File: config.mk
export PLATFORM = sky130hd
export DESIGN_NAME = sbc_status_bin
export DESIGN_NICKNAME = d
export VERILOG_FILES = /design/src/sbc_status_bin.v
export VERILOG_INCLUDE_DIRS = /design/src
export SDC_FILE = /design/constraint.sdc
export NUM_CORES = 2
export LEC_CHECK = 0
export ABC_CLOCK_PERIOD_IN_PS = 5050
export BUFFER_PORTS_ARGS = -buffer_cell sky130_fd_sc_hd__buf_4
export CAP_MARGIN = 5
export CORE_ASPECT_RATIO = 0.7
export CORE_MARGIN = 5
export CORE_UTILIZATION = 35
export DETAILED_ROUTE_END_ITERATION = 10
export SYNTH_ARGS = -nofsm -noshare
export SYNTH_HDL_FRONTEND = slang
export SYNTH_SLANG_ARGS = --single-unit
File: constraint.sdc
create_clock -name clk -period 5.05 [get_ports clk]
set_input_delay 0.505 -clock clk [delete_from_list [all_inputs] [get_ports clk]]
set_output_delay 0.505 -clock clk [all_outputs]
set_load 0.005 [all_outputs]
File: src/sbc_defines.vh
// Constants for the status and bin command handler
`ifndef SBC_DEFINES_VH
`define SBC_DEFINES_VH
// Command opcodes
`define SBC_OP_CLS        4'h0
`define SBC_OP_ESE_W      4'h1
`define SBC_OP_ESE_R      4'h2
`define SBC_OP_ESR_R      4'h3
`define SBC_OP_SRE_W      4'h4
`define SBC_OP_SRE_R      4'h5
`define SBC_OP_SUM_R      4'h6
`define SBC_OP_TRG        4'h7
`define SBC_OP_JBEEP_W    4'h8
`define SBC_OP_JBEEP_R    4'h9
`define SBC_OP_KBEEP_W    4'hA
`define SBC_OP_KBEEP_R    4'hB
`define SBC_OP_BIN_W      4'hC
`define SBC_OP_BIN_R      4'hD
`define SBC_OP_DISP_W     4'hE
`define SBC_OP_DISP_R     4'hF
// Limit opcodes share a separate strobe
`define SBC_LIM_CNT       1'b0
`define SBC_LIM_DEV       1'b1
// Standard event bit positions
`define SBC_EV_PON        7
`define SBC_EV_URQ        6
`define SBC_EV_CME        5
`define SBC_EV_EXE        4
`define SBC_EV_DDE        3
`define SBC_EV_QYE        2
`define SBC_EV_RQC        1
`define SBC_EV_OPC        0
// Status byte bit positions
`define SBC_SB_MSS        6
`define SBC_SB_ESB        5
`define SBC_SB_MAV        4
// Keep mask for service request enable (bits 6,7 dropped)
`define SBC_SRE_KEEP      8'h3F
`define SBC_NEVER_SET     8'h42
// Judgment beep encodings
`define SBC_JB_IN         2'h0
`define SBC_JB_OUT        2'h1
`define SBC_JB_OFF        2'h2
`define SBC_JB_SPARE      2'h3
// Sub-display encodings (bin numbers 1..14 use their value)
`define SBC_DS_OFF        4'h0
`define SBC_DS_BIN_MAX    4'hE
`define SBC_DS_SECOND     4'hF
`define SBC_DSK_BIN       2'h0
`define SBC_DSK_REF1      2'h1
`define SBC_DSK_REF2      2'h2
`define SBC_DSK_OTHER     2'h3
// Limit storage
`define SBC_BIN_MIN       4'h1
`define SBC_BIN_MAX       4'hE
`define SBC_CNT_MAX       20'hF_423F
`define SBC_DEV_MAX       18'sh1_869F
`define SBC_DEV_MIN       -18'sh1_869F
`define SBC_CNT_HI        19
`define SBC_DEV_HI        17
`define SBC_LIM_W         21
`define SBC_LIM_OFF_BIT   20
`define SBC_ZERO8         8'h00
`define SBC_ZERO21        21'h00_0000
`endif

File: src/sbc_status_bin.v
// Status register and bin settings command handler
`timescale 1ns/10ps
`include "sbc_defines.vh"

// What this block does
// - Clear-status zeroes event flags and four device event registers, not output queue.
// - Event-enable write stores eight-bit mask; query returns stored mask.
// - Event enable mask is zero after power-up.
// - Event bits: power-on, user, command, execution, device, query, control, complete.
// - Event-status query returns flags then clears them.
// - Service request mask write discards bits 6 and 7.
// - Service request mask read returns zero in bits 6 and 7.
// - Service request mask is zero at power-up.
// - Status byte: unused, master, event summary, message, four device summaries.
// - Status byte query never exceeds 127; bit 7 zero.
// - Event-status and status-byte replies never carry a header.
// - Other queries carry header only when headers are on.
// - Trigger command in external mode takes exactly one sample.
// - Judgment beep selects in-range, out-of-range or silent.
// - Key beep is a single on/off flag.
// - Enabling bin mode ends comparator mode.
// - Sub-display selects bin 1-14, second limits, references, or nothing.
// - Reference display in count mode is rejected with execution error.
// - Per-bin count limits, off or 0 to 999999.
// - Per-bin deviation limits, off or -999.99 to 999.99.
// - Limit query returns bin number, lower, upper.
// - Arguments arrive already rounded to stored precision.
module sbc_status_bin (
  input  wire        clk,            // 40 MHz clock
  input  wire        reset,          // Sync reset, active high
  input  wire        cmd_valid,      // One-cycle command strobe
  input  wire [3:0]  cmd_op,         // Command opcode
  input  wire [7:0]  cmd_arg,        // Numeric or coded argument
  input  wire        header_on,      // Header setting
  input  wire        count_mode,     // Judgment mode is count value
  input  wire        ext_trig_mode,  // External trigger selected
  input  wire        comp_active,    // Comparator measurement running
  input  wire [7:0]  event_set,      // Hardware event pulses
  input  wire [3:0]  dev_event_sum,  // Device register summaries
  input  wire        mav,            // Message available
  input  wire        lim_valid,      // Limit command strobe
  input  wire        lim_write,      // 1 write, 0 query
  input  wire        lim_kind,       // Count or deviation
  input  wire [3:0]  lim_bin,        // Bin number
  input  wire [20:0] lim_lower,      // Bit 20 off flag, low bits value
  input  wire [20:0] lim_upper,      // Bit 20 off flag, low bits value
  output reg         rsp_valid,      // One-cycle reply strobe
  output reg  [7:0]  rsp_data,       // Reply value
  output reg         rsp_header,     // Prefix header with reply
  output reg         lim_rsp_valid,  // One-cycle limit reply strobe
  output reg  [3:0]  lim_rsp_bin,    // Echoed bin number
  output reg  [20:0] lim_rsp_lower,  // Stored lower limit
  output reg  [20:0] lim_rsp_upper,  // Stored upper limit
  output reg         lim_rsp_error,  // Bin or value out of range
  output reg         dev_clear,      // Pulse clearing device registers
  output reg         sample_pulse,   // One sample request
  output reg         comp_stop,      // Pulse ending comparator mode
  output reg  [7:0]  event_flags,    // Standard event register
  output reg  [7:0]  status_byte,    // Status byte
  output reg  [1:0]  judgment_beep_select, // Judgment beep mode
  output reg         key_beep_select,      // Key beep flag
  output reg         bin_sort_enable,      // Bin measurement on
  output reg  [3:0]  bin_subdisplay_select,// Display code
  output reg  [1:0]  bin_subdisplay_kind   // Bin, ref1, ref2, other
);

  // Mask registers
  reg  [7:0]  event_enable_mask_q;
  reg  [7:0]  service_request_mask_q;
  // Per-bin limits, indexed by bin number
  reg  [20:0] cnt_lo_q [`SBC_BIN_MIN:`SBC_BIN_MAX];
  reg  [20:0] cnt_hi_q [`SBC_BIN_MIN:`SBC_BIN_MAX];
  reg  [20:0] dev_lo_q [`SBC_BIN_MIN:`SBC_BIN_MAX];
  reg  [20:0] dev_hi_q [`SBC_BIN_MIN:`SBC_BIN_MAX];

  // Command decode
  wire        do_op;
  wire        cls;
  wire        esr_read;
  wire        trg_cmd;
  wire        bin_on_cmd;
  wire        disp_write;
  wire        disp_coded;
  wire        disp_ref;
  wire        disp_bin_ok;
  wire        jbeep_ok;
  wire        exe_err;
  wire        hdr_query;
  wire        bare_query;

  // Event and status paths
  wire [7:0]  set_bits;
  wire [7:0]  exe_bit;
  wire        esb_d;
  wire [7:0]  sb_base;
  wire        mss_d;
  wire [7:0]  mss_bit;

  // Limit port decode
  wire        bin_ok;
  wire        cnt_lo_ok;
  wire        cnt_hi_ok;
  wire [17:0] dev_lo_val;
  wire [17:0] dev_hi_val;
  wire        dev_lo_ok;
  wire        dev_hi_ok;
  wire        lim_ok;
  wire        lim_store;
  wire        lim_query;
  integer     i;

  // Command strobes by opcode
  assign do_op      = cmd_valid;
  assign cls        = do_op && (cmd_op == `SBC_OP_CLS);
  assign esr_read   = do_op && (cmd_op == `SBC_OP_ESR_R);
  assign trg_cmd    = do_op && (cmd_op == `SBC_OP_TRG);
  assign bin_on_cmd = do_op && (cmd_op == `SBC_OP_BIN_W) && cmd_arg[0];
  assign disp_write = do_op && (cmd_op == `SBC_OP_DISP_W);

  // Display arg: bit 7 picks a coded choice, else a bin number
  assign disp_coded  = cmd_arg[7] && (cmd_arg[1:0] != `SBC_DSK_BIN);
  assign disp_ref    = (cmd_arg[1:0] == `SBC_DSK_REF1) || (cmd_arg[1:0] == `SBC_DSK_REF2);
  assign disp_bin_ok = !cmd_arg[7] && (cmd_arg[3:0] >= `SBC_BIN_MIN) && (cmd_arg[3:0] <= `SBC_DS_BIN_MAX);

  // Reference display needs deviation mode
  assign exe_err  = disp_write && count_mode && cmd_arg[7] && disp_ref;
  // Spare beep code is dropped silently
  assign jbeep_ok = (cmd_arg[1:0] != `SBC_JB_SPARE);

  // Queries that follow the header setting
  assign hdr_query  = do_op && ((cmd_op == `SBC_OP_ESE_R) || (cmd_op == `SBC_OP_SRE_R) ||
                      (cmd_op == `SBC_OP_JBEEP_R) || (cmd_op == `SBC_OP_KBEEP_R) ||
                      (cmd_op == `SBC_OP_BIN_R) || (cmd_op == `SBC_OP_DISP_R));
  // Queries that never carry a header
  assign bare_query = esr_read || (do_op && (cmd_op == `SBC_OP_SUM_R));

  // Hardware sets, with bits 6 and 1 blocked
  assign exe_bit  = {7'h00, exe_err} << `SBC_EV_EXE;
  assign set_bits = (event_set | exe_bit) & ~`SBC_NEVER_SET;
  // Summaries use registered flags, so they lag one cycle
  assign esb_d    = |(event_flags & event_enable_mask_q);
  assign sb_base  = {1'b0, 1'b0, esb_d, mav, dev_event_sum};
  assign mss_d    = |(sb_base & service_request_mask_q);
  assign mss_bit  = {7'h00, mss_d} << `SBC_SB_MSS;

  // Standard event flags; a set in the clearing cycle wins
  always @(posedge clk) begin
    if (reset) begin
      event_flags <= `SBC_ZERO8;
    end else if (cls || esr_read) begin
      event_flags <= set_bits;
    end else begin
      event_flags <= event_flags | set_bits;
    end
  end

  // Status byte, master summary from masked byte
  always @(posedge clk) begin
    if (reset) begin
      status_byte <= `SBC_ZERO8;
    end else begin
      status_byte <= sb_base | mss_bit;
    end
  end

  // Event enable mask
  always @(posedge clk) begin
    if (reset) begin
      event_enable_mask_q <= `SBC_ZERO8;
    end else if (do_op && (cmd_op == `SBC_OP_ESE_W)) begin
      event_enable_mask_q <= cmd_arg;
    end
  end

  // Service request mask; top two bits never stored
  always @(posedge clk) begin
    if (reset) begin
      service_request_mask_q <= `SBC_ZERO8;
    end else if (do_op && (cmd_op == `SBC_OP_SRE_W)) begin
      service_request_mask_q <= cmd_arg & `SBC_SRE_KEEP;
    end
  end

  // Judgment beep; spare code keeps the old setting
  always @(posedge clk) begin
    if (reset) begin
      judgment_beep_select <= `SBC_JB_OFF;
    end else if (do_op && (cmd_op == `SBC_OP_JBEEP_W) && jbeep_ok) begin
      judgment_beep_select <= cmd_arg[1:0];
    end
  end

  // Key beep flag, on after reset
  always @(posedge clk) begin
    if (reset) begin
      key_beep_select <= 1'b1;
    end else if (do_op && (cmd_op == `SBC_OP_KBEEP_W)) begin
      key_beep_select <= cmd_arg[0];
    end
  end

  // Bin measurement enable
  always @(posedge clk) begin
    if (reset) begin
      bin_sort_enable <= 1'b0;
    end else if (do_op && (cmd_op == `SBC_OP_BIN_W)) begin
      bin_sort_enable <= cmd_arg[0];
    end
  end

  // Sub-display choice; a refused or unknown code leaves it alone
  always @(posedge clk) begin
    if (reset) begin
      bin_subdisplay_select <= `SBC_DS_OFF;
      bin_subdisplay_kind   <= `SBC_DSK_OTHER;
    end else if (disp_write && disp_coded && !exe_err) begin
      bin_subdisplay_kind <= cmd_arg[1:0];
      if ((cmd_arg[1:0] == `SBC_DSK_OTHER) && cmd_arg[2]) begin
        bin_subdisplay_select <= `SBC_DS_SECOND;
      end else begin
        bin_subdisplay_select <= `SBC_DS_OFF;
      end
    end else if (disp_write && disp_bin_ok) begin
      bin_subdisplay_kind   <= `SBC_DSK_BIN;
      bin_subdisplay_select <= cmd_arg[3:0];
    end
  end

  // Device register clear pulse
  always @(posedge clk) begin
    if (reset) begin
      dev_clear <= 1'b0;
    end else begin
      dev_clear <= cls;
    end
  end

  // One sample per trigger, external mode only
  always @(posedge clk) begin
    if (reset) begin
      sample_pulse <= 1'b0;
    end else begin
      sample_pulse <= trg_cmd && ext_trig_mode;
    end
  end

  // Comparator stop when bin mode starts
  always @(posedge clk) begin
    if (reset) begin
      comp_stop <= 1'b0;
    end else begin
      comp_stop <= bin_on_cmd && comp_active;
    end
  end

  // Reply strobe
  always @(posedge clk) begin
    if (reset) begin
      rsp_valid <= 1'b0;
    end else begin
      rsp_valid <= hdr_query || bare_query;
    end
  end

  // Header flag, never on the bare queries
  always @(posedge clk) begin
    if (reset) begin
      rsp_header <= 1'b0;
    end else begin
      rsp_header <= hdr_query && header_on;
    end
  end

  // Reply value; holds between replies
  always @(posedge clk) begin
    if (reset) begin
      rsp_data <= `SBC_ZERO8;
    end else if (do_op) begin
      case (cmd_op)
        `SBC_OP_ESE_R:   rsp_data <= event_enable_mask_q;
        `SBC_OP_ESR_R:   rsp_data <= event_flags;
        `SBC_OP_SRE_R:   rsp_data <= service_request_mask_q & `SBC_SRE_KEEP;
        `SBC_OP_SUM_R:   rsp_data <= status_byte;
        `SBC_OP_JBEEP_R: rsp_data <= {6'h00, judgment_beep_select};
        `SBC_OP_KBEEP_R: rsp_data <= {7'h00, key_beep_select};
        `SBC_OP_BIN_R:   rsp_data <= {7'h00, bin_sort_enable};
        `SBC_OP_DISP_R:  rsp_data <= {2'h0, bin_subdisplay_kind, bin_subdisplay_select};
        default: ;
      endcase
    end
  end

  // Bin number range
  assign bin_ok = (lim_bin >= `SBC_BIN_MIN) && (lim_bin <= `SBC_BIN_MAX);
  // Count limits: off, or 0 to 999999
  assign cnt_lo_ok = lim_lower[`SBC_LIM_OFF_BIT] || (lim_lower[`SBC_CNT_HI:0] <= `SBC_CNT_MAX);
  assign cnt_hi_ok = lim_upper[`SBC_LIM_OFF_BIT] || (lim_upper[`SBC_CNT_HI:0] <= `SBC_CNT_MAX);
  // Hundredths; 99999 needs eighteen signed bits
  assign dev_lo_val = lim_lower[`SBC_DEV_HI:0];
  assign dev_hi_val = lim_upper[`SBC_DEV_HI:0];
  assign dev_lo_ok  = lim_lower[`SBC_LIM_OFF_BIT] ||
                      (($signed(dev_lo_val) >= `SBC_DEV_MIN) && ($signed(dev_lo_val) <= `SBC_DEV_MAX));
  assign dev_hi_ok  = lim_upper[`SBC_LIM_OFF_BIT] ||
                      (($signed(dev_hi_val) >= `SBC_DEV_MIN) && ($signed(dev_hi_val) <= `SBC_DEV_MAX));
  // Values arrive pre-rounded, so only range is checked
  assign lim_ok    = (lim_kind == `SBC_LIM_CNT) ? (cnt_lo_ok && cnt_hi_ok) : (dev_lo_ok && dev_hi_ok);
  // Out-of-range writes are dropped whole
  assign lim_store = lim_valid && lim_write && bin_ok && lim_ok;
  assign lim_query = lim_valid && !lim_write && bin_ok;

  // Count-mode limits, all off after reset
  always @(posedge clk) begin
    if (reset) begin
      for (i = `SBC_BIN_MIN; i <= `SBC_BIN_MAX; i = i + 1) begin
        cnt_lo_q[i] <= {1'b1, 20'h0_0000};
        cnt_hi_q[i] <= {1'b1, 20'h0_0000};
      end
    end else if (lim_store && (lim_kind == `SBC_LIM_CNT)) begin
      cnt_lo_q[lim_bin] <= lim_lower;
      cnt_hi_q[lim_bin] <= lim_upper;
    end
  end

  // Deviation limits, stored apart from count limits
  always @(posedge clk) begin
    if (reset) begin
      for (i = `SBC_BIN_MIN; i <= `SBC_BIN_MAX; i = i + 1) begin
        dev_lo_q[i] <= {1'b1, 20'h0_0000};
        dev_hi_q[i] <= {1'b1, 20'h0_0000};
      end
    end else if (lim_store && (lim_kind == `SBC_LIM_DEV)) begin
      dev_lo_q[lim_bin] <= lim_lower;
      dev_hi_q[lim_bin] <= lim_upper;
    end
  end

  // Limit reply strobe
  always @(posedge clk) begin
    if (reset) begin
      lim_rsp_valid <= 1'b0;
    end else begin
      lim_rsp_valid <= lim_query;
    end
  end

  // Bad bin or refused write
  always @(posedge clk) begin
    if (reset) begin
      lim_rsp_error <= 1'b0;
    end else begin
      lim_rsp_error <= lim_valid && (!bin_ok || (lim_write && !lim_ok));
    end
  end

  // Echoed bin number
  always @(posedge clk) begin
    if (reset) begin
      lim_rsp_bin <= 4'h0;
    end else if (lim_query) begin
      lim_rsp_bin <= lim_bin;
    end
  end

  // Stored lower limit
  always @(posedge clk) begin
    if (reset) begin
      lim_rsp_lower <= `SBC_ZERO21;
    end else if (lim_query) begin
      lim_rsp_lower <= (lim_kind == `SBC_LIM_CNT) ? cnt_lo_q[lim_bin] : dev_lo_q[lim_bin];
    end
  end

  // Stored upper limit
  always @(posedge clk) begin
    if (reset) begin
      lim_rsp_upper <= `SBC_ZERO21;
    end else if (lim_query) begin
      lim_rsp_upper <= (lim_kind == `SBC_LIM_CNT) ? cnt_hi_q[lim_bin] : dev_hi_q[lim_bin];
    end
  end

endmodule // sbc_status_bin

# Word-level counts from Yosys, hierarchy flattened
# Memory sizes are Yosys's and may differ from the RTL's.
# Cells that the tools add are included.
totals:
  n_memories: 4
  word_cells: 161
  reg_bits: 101
  ramBits: 1176
  output_inout_bits: 87
  latchBits: 0
  rom_bits: 0
mem_list:
  columns: ["memory", "words", "word_bits", "rd", "rd_clocked_by_memory_dff", "write_ports", "line", "rtl"]
  rows:
  - ["cnt_hi_q", 14, 21, 1, 0, 14, "sbc_status_bin.v:72", "reg [20:0] cnt_hi_q [`SBC_BIN_MIN:`SBC_BIN_MAX];"]
  - ["cnt_lo_q", 14, 21, 1, 0, 14, "sbc_status_bin.v:71", "reg [20:0] cnt_lo_q [`SBC_BIN_MIN:`SBC_BIN_MAX];"]
  - ["dev_hi_q", 14, 21, 1, 0, 14, "sbc_status_bin.v:74", "reg [20:0] dev_hi_q [`SBC_BIN_MIN:`SBC_BIN_MAX];"]
  - ["dev_lo_q", 14, 21, 1, 0, 14, "sbc_status_bin.v:73", "reg [20:0] dev_lo_q [`SBC_BIN_MIN:`SBC_BIN_MAX];"]
classes:
  bitwise_logic: 6
  addsub: 0
  multipliers: 0
  n_lt_le_gt_ge: 10
  n_div: 0
  eq_ne: 19
  reduce_logical: 71
  shifts: 0
  n_mux: 30
ops:
  columns: ["op", "n"]
  rows:
  - ["21-bit two-way mux", 6]
  - ["21-bit OR reduction", 4]
  - ["8-bit one-hot mux with 8 select lines", 1]
  - ["20-bit <= comparator (second input constant)", 2]
  - ["1-bit logical AND", 40]
  - ["18-bit >= comparator (second input constant)", 2]
  - ["18-bit <= comparator (second input constant)", 2]
  - ["4-bit equality test (second input constant)", 8]
  - ["4-bit two-way mux", 7]
  - ["4-bit by 3-bit equality test with 1-bit output (second input constant)", 4]
  - ["8-bit OR reduction", 2]
  - ["1-bit logical OR", 14]
  - ["1-bit two-way mux", 13]
  - ["8-bit AND", 1]
  - ["4-bit by 2-bit equality test with 1-bit output (second input constant)", 2]
  - ["4-bit by 1-bit >= comparator with 1-bit output (second input constant)", 2]
  - ["4-bit <= comparator (second input constant)", 2]
  - ["8-bit two-way mux", 1]
  - ["8-bit by 5-bit OR with 8-bit output", 1]
  - ["8-bit OR", 1]
  - ["8-bit nonzero test", 1]
  - ["6-bit by 7-bit OR with 7-bit output", 1]
  - ["6-bit AND", 1]
  - ["1-bit zero test", 5]
  - ["10 further kinds", 13]

# Depth between registers and ports, before layout
depth:
  word_depth: 12
  mapped_depth: 10
  depth_no_buf: 7

# Least setup slack after synthesis
# No wires, ideal clock.
synth_timing:
  kind: "input port to flip-flop"
  startpoint: "input port lim_upper[8]"
  endpoint: "memory dev_hi_q[6][0], enable pin"
  arrival_time_ns: 5.031
  required_ns: 4.545
  setup_slack_ns: -0.486
  path_stages: 8
  path_cell_list: "buf_2 and4b_1 o21ai_0 a221oi_1 nand4_1 buf_4 buf_4 o31ai_1"
synth_lines:
  columns: ["item", "line", "rtl"]
  rows:
  - ["from (decl)", "sbc_status_bin.v:46", "input wire [20:0] lim_upper,"]
  - ["to (decl)", "sbc_status_bin.v:74", null]

==> impl_metrics.env <==
export IMPL_status="finished, final reports clean"
export IMPL_cts_sinks=1442
export IMPL_io_buffers=162
export IMPL_path_cells="dlygate4sd3_1 > buf_4 > or4_1 > o211ai_1 > a32oi_1 > nand4_1 > buf_12 > buf_4 > nor3_1"
export IMPL_rsz0062_at_grt="false"
export IMPL_drc=0
export IMPL_clock_skew_ns=0.01827
export IMPL_drv_slew=0
export IMPL_detail_route_first_pass_iterations=5
export IMPL_gp_congestion=0.8171
export IMPL_synth_distinct_cells=68
export IMPL_reg2reg_slack_ns=2.91
export IMPL_vias=41130
export IMPL_period_minus_slack_ns=4.089
export IMPL_clk_pin_slew_ns=0.06
export IMPL_grt_pass1_wl_mm=291.8
export IMPL_critical_path_class="in -> reg"
export IMPL_critPathMostFrequentCell="buf_4"
export IMPL_hold_violations=0
export IMPL_cap_viol_max_count=0
export IMPL_antenna_found_initial=5
export IMPL_placedCellCount=6734
export IMPL_finalWirelength_mm=203.1
export IMPL_syn_area_um2=62920
export IMPL_critPathLaunchType="input port"
export IMPL_synth_area_per_cell_um2=14.56
export IMPL_viasPerCell=5.865
export IMPL_min_period_over_period=0.8096
export IMPL_dieArea_um2=188500
export IMPL_track_usage=0.2120
export IMPL_path_delay_family="buffers and inverters"
export IMPL_row_count=130
export IMPL_synthCells=4322
export IMPL_synth_edff_count=1344
export IMPL_syn2layout_area_growth_pct=14.75
export IMPL_grt_pass1_vias=40370
export IMPL_cp_max_fo=95
export IMPL_slowest_stage="buf_4"
export IMPL_fp_dieW_um=516.8
export IMPL_p_per_area_nw_per_um2=365.4
export IMPL_start_util=0.3513
export IMPL_ys_seq_elements=1442
export IMPL_grt_overflow=0
export IMPL_ys_seq_area_frac=0.6726
export IMPL_die_y_um=364.7
export IMPL_cts_max_path_buffers=3
export IMPL_relSlewSlack=0.1669
export IMPL_io_pins=168
export IMPL_synthArstFlopShare=0
export IMPL_critPathCaptureType="register"
export IMPL_hpwl_mm=117.8
export IMPL_final_nets=4607
export IMPL_p_leak_nw=22.77
export IMPL_clock_latency_ns=0.78
export IMPL_setup_viol=0
export IMPL_hold_ws_ns=0.03210
export IMPL_antenna_left=0
export IMPL_ir_drop_v=0.0003341
export IMPL_required_ns=5.52
export IMPL_synth_flop_cell="edfxtp_1"
export IMPL_cts_buffers=137
export IMPL_fin_cells=7012
export IMPL_cts_tree="yes"
export IMPL_cts_resized=0
export IMPL_drtIter0Drc=5895
export IMPL_multi_input_area_um2=19560
export IMPL_drive_above_1_share=0.2064
export IMPL_postCtsSetupBuffers=0
export IMPL_slowest_delay_ns=0.80
export IMPL_fillCellCount=16460
export IMPL_arrival_ns=4.56
export IMPL_core_area_um2=179100
export IMPL_root_buffer="clkbuf_16"
export IMPL_grt_max_degree=233
export IMPL_ctsHoldBuffers=24
export IMPL_crit_buf_inv=4
export IMPL_ys_warn_count=0
export IMPL_wl_per_cell_um=28.97
export IMPL_regArea_um2=42320
export IMPL_htree_num_levels=4
export IMPL_hp_class="in -> reg"
export IMPL_max_freq_mhz=244.6
export IMPL_tightest_slew_ns=1.250
## routing by layer
layer,vias up,part of all wire,GRT usage
li1,17050,-,-
met4,0,0.026,0.05724
met3,292,0.12,0.04816
met5,-,0,0
met2,2599,0.44,0.3144
met1,21190,0.42,0.3137
## report_power, final
group / switching (mW) / internal [mW] / total (mW)
clock: 4.71 / 5.48 / 10.2
sequential: 0.199 / 13.7 / 13.9
combinational: 1.49 / 0.823 / 2.32
## through the flow
step	total power [mW]	worst slack [ns]	utilization	cell area (µm²)	setup TNS, ns
detailed placement	16.41	0.9711	0.3779	67680	0
finish	26.38	0.9615	0.4032	72200	0
floorplan	15.41	-0.4532	-	63570	-131.43
CTS	26.46	1.307	0.4031	72190	0
global placement	16.36	0.9871	0.3779	67680	0
global route	27.16	0.9594	0.4031	72190	0
## kinds of logic after synthesis
logic type | count (synthesis) | share of synthesized area
multiplexers | 478 | 0.1351
adder cells (fa/ha/maj) | 5 | 0.0009943
other | 1 | 0.00005960
AO/OA/AOI/OAI | 325 | 0.03528
buffers and inverters | 481 | 0.03404
AND/OR/NAND/NOR | 1590 | 0.1220
flip-flops | 1442 | 0.6726
## flip-flops by register name, summed over array words and instances (netlist names), 2 cells and up
name / flops
bin_subdisplay_kind: 2
bin_subdisplay_select: 4
cnt_hi_q: 336
cnt_lo_q: 336
dev_hi_q: 336
dev_lo_q: 336
event_enable_mask_q: 8
event_flags: 6
judgment_beep_select: 2
lim_rsp_bin: 4
lim_rsp_lower: 21
lim_rsp_upper: 21
rsp_data: 8
service_request_mask_q: 6
status_byte: 7
## Yosys cell counts, drive strengths merged (6+ instances only)
master  instances  share of area
nor2b          16         0.0016
a221oi         15         0.0021
dfxtp          98          0.031
a22oi           9         0.0011
nor2          410          0.024
mux2          108          0.019
buf           139          0.014
o22ai         112          0.011
mux2i          84          0.013
or3            36         0.0036
nand2b         85         0.0085
o31ai          19         0.0023
nor3          826          0.066
nand4          18         0.0024
a221o          15         0.0024
nand3           6        0.00048
nand2         133         0.0080
clkinv         40         0.0024
mux4          286           0.10
o21ai          37         0.0029
or4            25         0.0030
clkbuf        297          0.018
a21oi          49         0.0041
nor4            6        0.00070
edfxtp       1344           0.64
a22o           34         0.0047
## layout make-up
cell class                 count  share of cell area
inverter                      45            0.002340
clock buffer                 180             0.05014
sequential                  1442              0.5862
antenna                        4           0.0001386
clock inverter                70            0.009029
multi-input combinational   2569              0.2709
tap                         2376             0.04118
timing repair buffer         326             0.04014
## final timing paths
path | start | cells after the start | end
max reg2reg | cnt_lo_q[8][7]$_SDFFCE_PN0P_ | 5 | lim_rsp_lower[7]$_SDFFE_PP0P_
min reg2reg | lim_rsp_lower[7]$_SDFFE_PP0P_ | 2 | lim_rsp_lower[7]$_SDFFE_PP0P_
min | lim_lower[12] | 1 | cnt_lo_q[0][12]$_DFFE_PP_
max | lim_lower[1] | 9 | dev_hi_q[6][13]$_SDFFCE_PN0P_
## placed cells by master, fill, tap and decap left out, types with 30 or more instances in the layout
master	count
a22o_1	34
mux2_2	108
nor2_1	409
mux2i_1	84
nand2b_1	75
clkbuf_1	40
buf_4	270
a21oi_1	48
edfxtp_1	1344
nand2_1	119
mux4_2	286
o22ai_1	112
conb_1	171
buf_12	30
clkinv_1	63
clkbuf_16	137
or3_1	35
nor3_1	824
dfxtp_1	98
## worst register-to-register path, stage by stage (launching register included)
cell	delay, ns
edfxtp_1	0.41
mux4_2	0.47
mux2i_1	0.19
a21oi_1	0.14
o31ai_1	0.63
a21oi_1	0.15
(Power assumes the default switching activity.)
